$ cat src/pwm_regs.svh
// Summary of operation
// - Timer counts clock ticks and compares against seven match registers for actions and interrupts.
// - In PWM mode a match on the period match register resets the counter.
// - Single-edge output uses the period register plus one edge match register.
// - Single-edge outputs rise at period match unless held constantly low.
// - Double-edge output uses period register plus rising and falling match registers.
// - Rising match before falling gives positive pulse; reversed order gives negative pulse.
// - Up to six single-edge, three double-edge, or a mix within seven matches.
// - Each match may let the counter run on, optionally raising an interrupt.
// - Each match may stop the timer counter, optionally raising an interrupt.
// - Each match may reset the timer counter, optionally raising an interrupt.
// - In PWM mode new match values apply in step with outputs, only after software releases them; in timer mode at once.
// - Period and width accept any count; all outputs share one repetition rate.
// - Without PWM mode the block is a plain timer with outputs held low.
// - 32-bit timer counter advanced through a 32-bit programmable prescaler.
// - Either double-edge edge may sit at any count position in the cycle.
`ifndef PWM_REGS_SVH
`define PWM_REGS_SVH
`define NUM_MATCH    7
`define OFF_STS      8'h00
`define OFF_TCR      8'h04
`define OFF_TC       8'h08
`define OFF_PR       8'h0C
`define OFF_PC       8'h10
`define OFF_MCR      8'h14
`define OFF_MATCH0   8'h18
`define OFF_MATCH6   8'h30
`define OFF_PCR      8'h34
`define OFF_LER      8'h38
`define OFF_MSK      8'h3C
`define TCR_EN_BIT   0
`define TCR_RST_BIT  1
`define TCR_PWM_BIT  3
`define PCR_OEN_LSB  9
`define RST_WORD     32'h0000_0000
`define RESP_OKAY    2'h0
`define RESP_SLVERR  2'h2
`endif

$ cat src/pwm_pkg.sv
package pwm_pkg;
    typedef logic [31:0] word_t;
    typedef logic [7:0]  addr_t;
    typedef logic [6:0]  match_vec_t;
    typedef logic [5:0]  out_vec_t;
    // One match register's action bits, interrupt in the low bit
    typedef struct packed {
        logic stop_en;
        logic rst_en;
        logic irq_en;
    } match_ctl_s;
    // Timer control state
    typedef struct packed {
        logic pwm_en;
        logic cnt_rst;
        logic cnt_en;
    } tmr_ctl_s;
endpackage

$ cat src/match_pwm.sv
// Register access over AXI4-Lite and the placing of the registers are this design's own decisions.
`timescale 1ns/1ps
`include "pwm_regs.svh"
module match_pwm (
    input  wire logic             aclk,
    input  wire logic             aresetn,
    input  wire logic             s_axi_awvalid,
    output logic                  s_axi_awready,
    input  wire pwm_pkg::addr_t   s_axi_awaddr,
    input  wire logic             s_axi_wvalid,
    output logic                  s_axi_wready,
    input  wire pwm_pkg::word_t   s_axi_wdata,
    input  wire logic [3:0]       s_axi_wstrb,
    output logic                  s_axi_bvalid,
    input  wire logic             s_axi_bready,
    output logic [1:0]            s_axi_bresp,
    input  wire logic             s_axi_arvalid,
    output logic                  s_axi_arready,
    input  wire pwm_pkg::addr_t   s_axi_araddr,
    output logic                  s_axi_rvalid,
    input  wire logic             s_axi_rready,
    output pwm_pkg::word_t        s_axi_rdata,
    output logic [1:0]            s_axi_rresp,
    output pwm_pkg::out_vec_t     pwm_out,
    output logic                  irq
);
    import pwm_pkg::*;

    // Byte strobes widened to a bit mask, shared by every register write
    function automatic word_t lane_mask(input logic [3:0] strb);
        return {{8{strb[3]}}, {8{strb[2]}}, {8{strb[1]}}, {8{strb[0]}}};
    endfunction

    // Byte-lane merge of a write into an existing word
    function automatic word_t merge(input word_t old, input word_t data, input logic [3:0] strb);
        word_t m;
        m = lane_mask(strb);
        return (old & ~m) | (data & m);
    endfunction

    // Action bits of one match register from the packed control word
    function automatic match_ctl_s mcr_field(input logic [20:0] mcr, input int idx);
        return match_ctl_s'(mcr[3*idx +: 3]);
    endfunction

    // True when the address hits a match holding register
    function automatic logic is_mr(input addr_t a);
        return (a >= `OFF_MATCH0) && (a <= `OFF_MATCH6) && (a[1:0] == 2'h0);
    endfunction

    // Match register index from a byte address
    function automatic logic [2:0] mr_idx(input addr_t a);
        addr_t d;
        d = a - `OFF_MATCH0;
        return d[4:2];
    endfunction

    // Bus slave state
    logic        awready_r;
    logic        wready_r;
    logic        aw_full_r;
    logic        w_full_r;
    addr_t       awaddr_r;
    word_t       wdata_r;
    logic [3:0]  wstrb_r;
    logic        bvalid_r;
    logic [1:0]  bresp_r;
    logic        arready_r;
    logic        rvalid_r;
    word_t       rdata_r;
    logic [1:0]  rresp_r;

    // Block registers
    tmr_ctl_s    tcr_r;
    word_t       tc_r;
    word_t       pr_r;
    word_t       pc_r;
    logic [20:0] mcr_r;
    word_t       mr_hold_r [0:6];
    word_t       mr_act_r  [0:6];
    logic [14:0] pcr_r;
    match_vec_t  ler_r;
    match_vec_t  sts_r;
    match_vec_t  msk_r;
    out_vec_t    lvl_r;
    out_vec_t    pwm_out_r;
    logic        irq_r;

    // Write decode: a write is performed once address and data are both held
    // Unaligned or unmapped addresses hit nothing and answer with a slave error
    wire         wr_fire  = aw_full_r & w_full_r & ~bvalid_r;
    wire         wr_sts   = wr_fire && awaddr_r == `OFF_STS;
    wire         wr_tcr   = wr_fire && awaddr_r == `OFF_TCR;
    wire         wr_tc    = wr_fire && awaddr_r == `OFF_TC;
    wire         wr_pr    = wr_fire && awaddr_r == `OFF_PR;
    wire         wr_pc    = wr_fire && awaddr_r == `OFF_PC;
    wire         wr_mcr   = wr_fire && awaddr_r == `OFF_MCR;
    wire         wr_mr    = wr_fire && is_mr(awaddr_r);
    wire         wr_pcr   = wr_fire && awaddr_r == `OFF_PCR;
    wire         wr_ler   = wr_fire && awaddr_r == `OFF_LER;
    wire         wr_msk   = wr_fire && awaddr_r == `OFF_MSK;
    wire         wr_hit   = wr_sts | wr_tcr | wr_tc | wr_pr | wr_pc | wr_mcr | wr_mr | wr_pcr | wr_ler | wr_msk;
    wire [2:0]   wr_idx   = mr_idx(awaddr_r);
    wire word_t  wr_val   = wdata_r & lane_mask(wstrb_r);
    wire word_t  tcr_word = {28'h0000000, tcr_r.pwm_en, 1'b0, tcr_r.cnt_rst, tcr_r.cnt_en};
    wire word_t  tcr_new  = merge(tcr_word, wdata_r, wstrb_r);
    // Narrow registers read back as zero-extended words; MCR, PCR and MSK also merge in that form
    wire word_t  sts_word = {25'h0, sts_r};
    wire word_t  mcr_word = {11'h0, mcr_r};
    wire word_t  pcr_word = {17'h0, pcr_r};
    wire word_t  ler_word = {25'h0, ler_r};
    wire word_t  msk_word = {25'h0, msk_r};
    wire word_t  mcr_new  = merge(mcr_word, wdata_r, wstrb_r);
    wire word_t  pcr_new  = merge(pcr_word, wdata_r, wstrb_r);
    wire word_t  msk_new  = merge(msk_word, wdata_r, wstrb_r);

    // Read decode
    wire         rd_take  = s_axi_arvalid & arready_r;
    wire         rd_mr    = is_mr(s_axi_araddr);
    wire [2:0]   rd_idx   = mr_idx(s_axi_araddr);
    wire         rd_hit   = rd_mr || s_axi_araddr == `OFF_STS || s_axi_araddr == `OFF_TCR ||
                            s_axi_araddr == `OFF_TC || s_axi_araddr == `OFF_PR || s_axi_araddr == `OFF_PC ||
                            s_axi_araddr == `OFF_MCR || s_axi_araddr == `OFF_PCR ||
                            s_axi_araddr == `OFF_LER || s_axi_araddr == `OFF_MSK;
    // Match addresses read the holding value, not the compare in use
    wire word_t  rd_mux   = rd_mr                        ? mr_hold_r[rd_idx] :
                            s_axi_araddr == `OFF_STS ? sts_word :
                            s_axi_araddr == `OFF_TCR ? tcr_word :
                            s_axi_araddr == `OFF_TC  ? tc_r :
                            s_axi_araddr == `OFF_PR  ? pr_r :
                            s_axi_araddr == `OFF_PC  ? pc_r :
                            s_axi_araddr == `OFF_MCR ? mcr_word :
                            s_axi_araddr == `OFF_PCR ? pcr_word :
                            s_axi_araddr == `OFF_LER ? ler_word :
                            s_axi_araddr == `OFF_MSK ? msk_word : `RST_WORD;

    // Prescaler terminal count advances the timer; a held reset keeps both counters at zero
    // A limit written below the running count is only met after the 32-bit count wraps
    wire         tick     = tcr_r.cnt_en & ~tcr_r.cnt_rst & (pc_r == pr_r);
    match_vec_t  match;
    match_vec_t  m_irq;
    match_vec_t  m_rst;
    match_vec_t  m_stop;

    // Per-match compare and action decode
    generate
        for (genvar i = 0; i < `NUM_MATCH; i++) begin : g_match
            wire match_ctl_s ctl = mcr_field(mcr_r, i);
            assign match[i]  = tick & (tc_r == mr_act_r[i]);
            assign m_irq[i]  = ctl.irq_en;
            assign m_rst[i]  = ctl.rst_en;
            assign m_stop[i] = ctl.stop_en;
        end
    endgenerate

    // Period match always restarts the cycle in PWM mode, so every output shares it
    wire         per_hit  = tcr_r.pwm_en & match[0];
    wire         rst_hit  = |(match & m_rst) | per_hit;
    wire         stop_hit = |(match & m_stop);
    wire match_vec_t ler_clr = per_hit ? ler_r : 7'h00;
    wire match_vec_t ler_set = wr_ler ? wr_val[6:0] : 7'h00;
    // Software release wins over the hardware clear landing in the same cycle
    wire match_vec_t ler_nxt = (ler_r & ~ler_clr) | ler_set;
    wire match_vec_t sts_set = match & m_irq;
    wire match_vec_t sts_clr = wr_sts ? wr_val[6:0] : 7'h00;
    // A match in the clearing cycle keeps its flag
    wire match_vec_t sts_nxt = (sts_r & ~sts_clr) | sts_set;
    wire match_vec_t msk_nxt = wr_msk ? msk_new[6:0] : msk_r;
    wire match_vec_t dbl_sel = {pcr_r[6:2], 2'b00};
    wire out_vec_t   oen     = pcr_r[`PCR_OEN_LSB +: 6];
    out_vec_t        lvl_nxt;

    // Output edge logic: output n clears on match n and sets on match 0 or match n-1
    // Single-edge outputs have no double-edge select, so match 0 opens each cycle
    generate
        for (genvar n = 1; n <= 6; n++) begin : g_out
            wire set_e = dbl_sel[n] ? match[n-1] : match[0];
            wire clr_e = match[n];
            // Clear wins so a match value equal to the period gives a constant low
            assign lvl_nxt[n-1] = ~tcr_r.pwm_en ? 1'b0 :
                                  clr_e ? 1'b0 : set_e ? 1'b1 : lvl_r[n-1];
        end
    endgenerate

    // Write address channel: accepted once, held until the write completes
    always_ff @(posedge aclk) begin
        if (!aresetn) begin
            awready_r <= 1'b0;
            aw_full_r <= 1'b0;
            awaddr_r  <= 8'h00;
        end else begin
            awready_r <= s_axi_awvalid & ~awready_r & ~aw_full_r & ~bvalid_r;
            if (s_axi_awvalid & awready_r) begin
                aw_full_r <= 1'b1;
                awaddr_r  <= s_axi_awaddr;
            end else if (wr_fire) begin
                aw_full_r <= 1'b0;
            end
        end
    end

    // Write data channel, independent of the address channel
    always_ff @(posedge aclk) begin
        if (!aresetn) begin
            wready_r <= 1'b0;
            w_full_r <= 1'b0;
            wdata_r  <= `RST_WORD;
            wstrb_r  <= 4'h0;
        end else begin
            wready_r <= s_axi_wvalid & ~wready_r & ~w_full_r & ~bvalid_r;
            if (s_axi_wvalid & wready_r) begin
                w_full_r <= 1'b1;
                wdata_r  <= s_axi_wdata;
                wstrb_r  <= s_axi_wstrb;
            end else if (wr_fire) begin
                w_full_r <= 1'b0;
            end
        end
    end

    // Write response; unmapped addresses answer with a slave error
    // bresp stands with bvalid, so a slow master still reads the right code
    always_ff @(posedge aclk) begin
        if (!aresetn) begin
            bvalid_r <= 1'b0;
            bresp_r  <= `RESP_OKAY;
        end else if (wr_fire) begin
            bvalid_r <= 1'b1;
            bresp_r  <= wr_hit ? `RESP_OKAY : `RESP_SLVERR;
        end else if (s_axi_bready) begin
            bvalid_r <= 1'b0;
        end
    end

    // Read channel: one cycle from address acceptance to data
    // arready stays low while data waits, so rdata cannot be overwritten
    always_ff @(posedge aclk) begin
        if (!aresetn) begin
            arready_r <= 1'b0;
            rvalid_r  <= 1'b0;
            rdata_r   <= `RST_WORD;
            rresp_r   <= `RESP_OKAY;
        end else begin
            arready_r <= s_axi_arvalid & ~arready_r & ~rvalid_r;
            if (rd_take) begin
                rvalid_r <= 1'b1;
                rdata_r  <= rd_mux;
                rresp_r  <= rd_hit ? `RESP_OKAY : `RESP_SLVERR;
            end else if (s_axi_rready) begin
                rvalid_r <= 1'b0;
            end
        end
    end

    // Timer control: a stop action clears the enable unless software writes this cycle
    // Stop clears only the enable; count and flags stay for software to read
    always_ff @(posedge aclk) begin
        if (!aresetn) begin
            tcr_r <= '0;
        end else if (wr_tcr) begin
            tcr_r <= {tcr_new[`TCR_PWM_BIT], tcr_new[`TCR_RST_BIT], tcr_new[`TCR_EN_BIT]};
        end else if (stop_hit) begin
            tcr_r.cnt_en <= 1'b0;
        end
    end

    // Prescaler counts clocks up to its limit, then wraps and ticks the timer
    // A new limit does not restart the count in progress
    always_ff @(posedge aclk) begin
        if (!aresetn) begin
            pr_r <= `RST_WORD;
            pc_r <= `RST_WORD;
        end else begin
            if (wr_pr) begin
                pr_r <= merge(pr_r, wdata_r, wstrb_r);
            end
            if (tcr_r.cnt_rst) begin
                pc_r <= `RST_WORD;
            end else if (wr_pc) begin
                pc_r <= merge(pc_r, wdata_r, wstrb_r);
            end else if (tcr_r.cnt_en) begin
                pc_r <= tick ? `RST_WORD : pc_r + 32'h0000_0001;
            end
        end
    end

    // Timer counter: reset action restarts the count, wrapping is natural at 32 bits
    always_ff @(posedge aclk) begin
        if (!aresetn) begin
            tc_r <= `RST_WORD;
        end else if (tcr_r.cnt_rst) begin
            tc_r <= `RST_WORD;
        end else if (wr_tc) begin
            tc_r <= merge(tc_r, wdata_r, wstrb_r);
        end else if (tick) begin
            tc_r <= rst_hit ? `RST_WORD : tc_r + 32'h0000_0001;
        end
    end

    // Match control and output configuration
    always_ff @(posedge aclk) begin
        if (!aresetn) begin
            mcr_r <= 21'h000000;
            pcr_r <= 15'h0000;
        end else begin
            if (wr_mcr) begin
                mcr_r <= mcr_new[20:0];
            end
            if (wr_pcr) begin
                pcr_r <= pcr_new[14:0];
            end
        end
    end

    // Holding and active match registers; outside PWM mode the holding value applies directly
    generate
        for (genvar i = 0; i < `NUM_MATCH; i++) begin : g_mr
            always_ff @(posedge aclk) begin
                if (!aresetn) begin
                    mr_hold_r[i] <= `RST_WORD;
                    mr_act_r[i]  <= `RST_WORD;
                end else begin
                    if (wr_mr && wr_idx == 3'(i)) begin
                        mr_hold_r[i] <= merge(mr_hold_r[i], wdata_r, wstrb_r);
                    end
                    // Swapping only at the period match avoids a half-updated cycle
                    if (!tcr_r.pwm_en || ler_clr[i]) begin
                        mr_act_r[i] <= mr_hold_r[i];
                    end
                end
            end
        end
    endgenerate

    // Release bits, interrupt flags, mask and interrupt line
    // The line follows next-state flags so it rises together with the flag
    always_ff @(posedge aclk) begin
        if (!aresetn) begin
            ler_r <= 7'h00;
            sts_r <= 7'h00;
            msk_r <= 7'h00;
            irq_r <= 1'b0;
        end else begin
            ler_r <= ler_nxt;
            sts_r <= sts_nxt;
            msk_r <= msk_nxt;
            irq_r <= |(sts_nxt & msk_nxt);
        end
    end

    // Pin levels: only enabled outputs in PWM mode leave the low state
    // Pins come from a flop of their own, loaded at the same clock as the internal level
    always_ff @(posedge aclk) begin
        if (!aresetn) begin
            lvl_r     <= 6'h00;
            pwm_out_r <= 6'h00;
        end else begin
            lvl_r     <= lvl_nxt;
            pwm_out_r <= lvl_nxt & oen;
        end
    end

    // Every output port is a register
    assign s_axi_awready = awready_r;
    assign s_axi_wready  = wready_r;
    assign s_axi_bvalid  = bvalid_r;
    assign s_axi_bresp   = bresp_r;
    assign s_axi_arready = arready_r;
    assign s_axi_rvalid  = rvalid_r;
    assign s_axi_rdata   = rdata_r;
    assign s_axi_rresp   = rresp_r;
    assign pwm_out       = pwm_out_r;
    assign irq           = irq_r;

endmodule // match_pwm

$ cat config.mk
export PLATFORM = sky130hd
export DESIGN_NAME = match_pwm
export DESIGN_NICKNAME = d
export VERILOG_FILES = /design/src/pwm_pkg.sv /design/src/match_pwm.sv
export VERILOG_INCLUDE_DIRS = /design/src
export SDC_FILE = /design/constraint.sdc
export NUM_CORES = 2
export LEC_CHECK = 0
export BUFFER_PORTS_ARGS = -buffer_cell sky130_fd_sc_hd__clkbuf_2
export CAP_MARGIN = 20
export CORE_MARGIN = 10
export CORE_UTILIZATION = 40
export DETAILED_ROUTE_END_ITERATION = 10
export PLACE_DENSITY = 0.54
export SLEW_MARGIN = 30
export SYNTH_ARGS = -nofsm -noshare
export SYNTH_HDL_FRONTEND = slang
export SYNTH_SLANG_ARGS = --single-unit
$ cat constraint.sdc
create_clock -name aclk -period 5 [get_ports aclk]
set_clock_uncertainty 0.1 [all_clocks]
set_input_delay 0 -clock aclk [delete_from_list [all_inputs] [get_ports aclk]]
set_output_delay 0 -clock aclk [all_outputs]
set_load 0.01 [all_outputs]
==> metrics <==
status=complete, no violations; Worst path slowest cell=dfxtp_1; Synth top area share=0.381; gr ovfl total=0; count of input and output buffers=104; r2r startpoint=awaddr_r[3]; non-filler cells, final=4,907; crit-path cells=inv_1 -> nor2_1 -> nand2_1 -> nand2_1 -> a21boi_0 -> o31a_1 -> o22ai_1; Final nets=3,749; CP top delay family=simple AND/OR/NAND/NOR gates; worst hold path class=in -> reg; RSZ-0062 raised after global routing=no; Hold Violations, Final=0; Synth top cells by count=a21oi_1, edfxtp_1, nand2_1; Reg2Reg Setup Slack=1.24 ns; DP Wirelength=108 mm; All-Layer GR Usage=0.295; chip width=317 um; total stage count of the critical path=7; Worst setup SP type=flop; main area contributors after synthesis=edfxtp_1, dfxtp_1, a21oi_1; GP Congestion=0.980; total of max-cap violations=0; initial antenna violation count=5; Vias per Instance=6.10; WP data required=5.47 ns; DR DRC count=0; Post-synth EDFFs=448; H-tree Lvls=3; vias post-DR=29,919; hold path endpoint=s_axi_rdata[13]; cell with the most instances after synthesis=a21oi_1; Worst Hold Depth=7; largest net degree at the start of global routing=73; Final period util=0.752; power per cell area=323 nW/um2; Final Max Tran Viols=0; clock latency on the worst-skew pair=0.66 ns; crit-path max cell delay=0.91 ns; Slew headroom=0.321; Synth area leader=edfxtp_1; Crit Path Class=reg -> reg; Distinct cells, synth=74; Cells after Synth=3,514; CP arrival=4.23 ns; post-synthesis register bit count=702; fmax=266 MHz; Iter 0 DRT Violations=4,035; Detail Route Antenna Nets=0; initial core utilization=0.405; placed insts=4,633; Worst-Margin Slew=1.02 ns; Post-Route WL=151 mm; first-pass GRT wire length=214 mm; drt first pass iters=6; asr flop ratio synth=0; Primary FF master, synth=edfxtp_1; critical path peak fanout=13; Min Clock Period, post-route=3.76 ns; Root Buffer=clkbuf_16; Lkg Pwr=15.3 nW; standard-cell rows=108; vias in the first global route=28,365; # resized after CTS=0; TNS Setup=0 ns; Crit. End Element=flop; WP buf/inv=1; Worst-path clk slew=0.06 ns; share of post-route cells with drive strength above 1=0.121; Die H=317 um; CTS tree=yes; Ys Warns=0; most frequent cell on the critical path=nand2_1; # IOs=107; Max IR drop VDD=0.283 mV; area delta synth->final=17.0%; Die ar.=100,000 um2; min-delay src=s_axi_araddr[7]; hold slack=0.0759 ns; Total Power=13.4 mW; clock buffer depth=3; drt wl/cell=30.8 um; R2R cell count=7; Mean Syn Cell Area=10.0 um2; clock tree sinks=702; core area=87,200 um2; Num CTS Buffers=81; Synth Cell Area=35,300 um2; Finish-stage setup viols=0; sequential fraction of the synthesis area=0.525
-- cells by family (layout without fill, tap and decap cells) --
| kind of cell | after synthesis | in the layout | synth area share |
|---|---|---|---|
| mux | 131 | 131 | 0.0496 |
| fa+ha+maj | 4 | 4 | 0.00142 |
| simple gates | 1316 | 1316 | 0.195 |
| xor+xnor | 267 | 267 | 0.0663 |
| compound gates | 796 | 796 | 0.130 |
| other cells | 1 | 3 | 0.000106 |
| flops | 702 | 702 | 0.525 |
| buf+inv | 297 | 533 | 0.0323 |
-- worst min-delay path: cells and delay by family --
| family | cells | cell delay (ns) |
|---|---|---|
| and+or+nand+nor | 3 | 0.21 |
| buffers and inverters | 2 | 0.27 |
| AOI/OAI and AO/OA | 2 | 0.27 |
-- per-layer routing --
metal  vias to the layer above  global-route usage  wire (um)
met2                      1703               0.439      65500
met5                         -                   0         26
met4                         4               0.131       7630
li1                      12937                   -          -
met1                     14936               0.403      62400
met3                       339              0.0722      15800
-- layout make-up --
class | instances | area, um2
Sequential cell | 702 | 18500
Antenna cell | 1 | 2.50
Multi-Input combinational cell | 2516 | 15800
Timing Repair Buffer | 365 | 2810
Fill cell | 8281 | 45900
Tap cell | 1155 | 1450
Inverter | 20 | 80.1
Clock inverter | 29 | 273
Clock buffer | 119 | 2370
-- how the worst max path moves through the flow --
stage,from,end,slack (ns)
3_3_place_gp,awaddr_r[3],mr_hold_r[6][14],1.40
6_report,awaddr_r[3],flop,1.24
3_5_place_dp,awaddr_r[3],mr_hold_r[6][14],1.37
4_1_cts,awaddr_r[3],mr_hold_r[6][24],1.35
5_1_grt,awaddr_r[3],flop,1.22
2_1_floorplan,awaddr_r[3],mr_hold_r[2][0],0.62
-- metrics by stage --
step,util,setup WS [ns],cell area (um2)
floorplan,-,0.618,35300
global route,0.474,1.22,41300
detailed placement,0.429,1.37,37400
CTS,0.474,1.35,41300
global placement,0.429,1.40,37400
finish,0.474,1.24,41300
-- layout by cell type, fill, tap and decap left out, types with 8 or more instances in the layout --
master	Yosys	final
a211oi_1	28	28
clkinv_2	0	12
clkbuf_16	0	86
a222oi_1	12	12
xor2_1	67	67
buf_4	3	136
dlygate4sd3_1	0	125
clkbuf_1	238	23
nand4_1	78	78
a21oi_1	460	454
and3_1	30	30
mux4_2	32	32
nor2_1	153	152
nor3_1	20	19
clkinv_1	2	10
nand2_1	354	351
a31oi_1	17	17
a41oi_1	9	9
o32ai_1	12	12
inv_1	18	18
nand3_1	120	117
o211a_1	8	8
and2_1	241	240
clkbuf_8	0	9
a22oi_1	29	29
clkbuf_2	0	102
mux2i_1	71	71
nor4_1	37	35
dfxtp_1	254	250
edfxtp_1	448	448
o21ai_0	132	127
o22ai_1	25	25
nand2b_1	238	237
mux2_2	27	27
xnor2_1	200	200
-- what timing repair did --
| item | CTS | global route |
|---|---|---|
| hold endpoints to repair | 107 | 0 |
| hold buffers | 125 | 0 |
| setup buffers | 0 | 0 |
-- report_power, final --
group | switching [mW] | leakage (nW) | internal, mW
clock | 2.50 | 1.30 | 3.54
sequential | 0.163 | 7.02 | 6.30
combinational | 0.539 | 6.93 | 0.316
No activity file was read; power rests on OpenSTA's default activity.
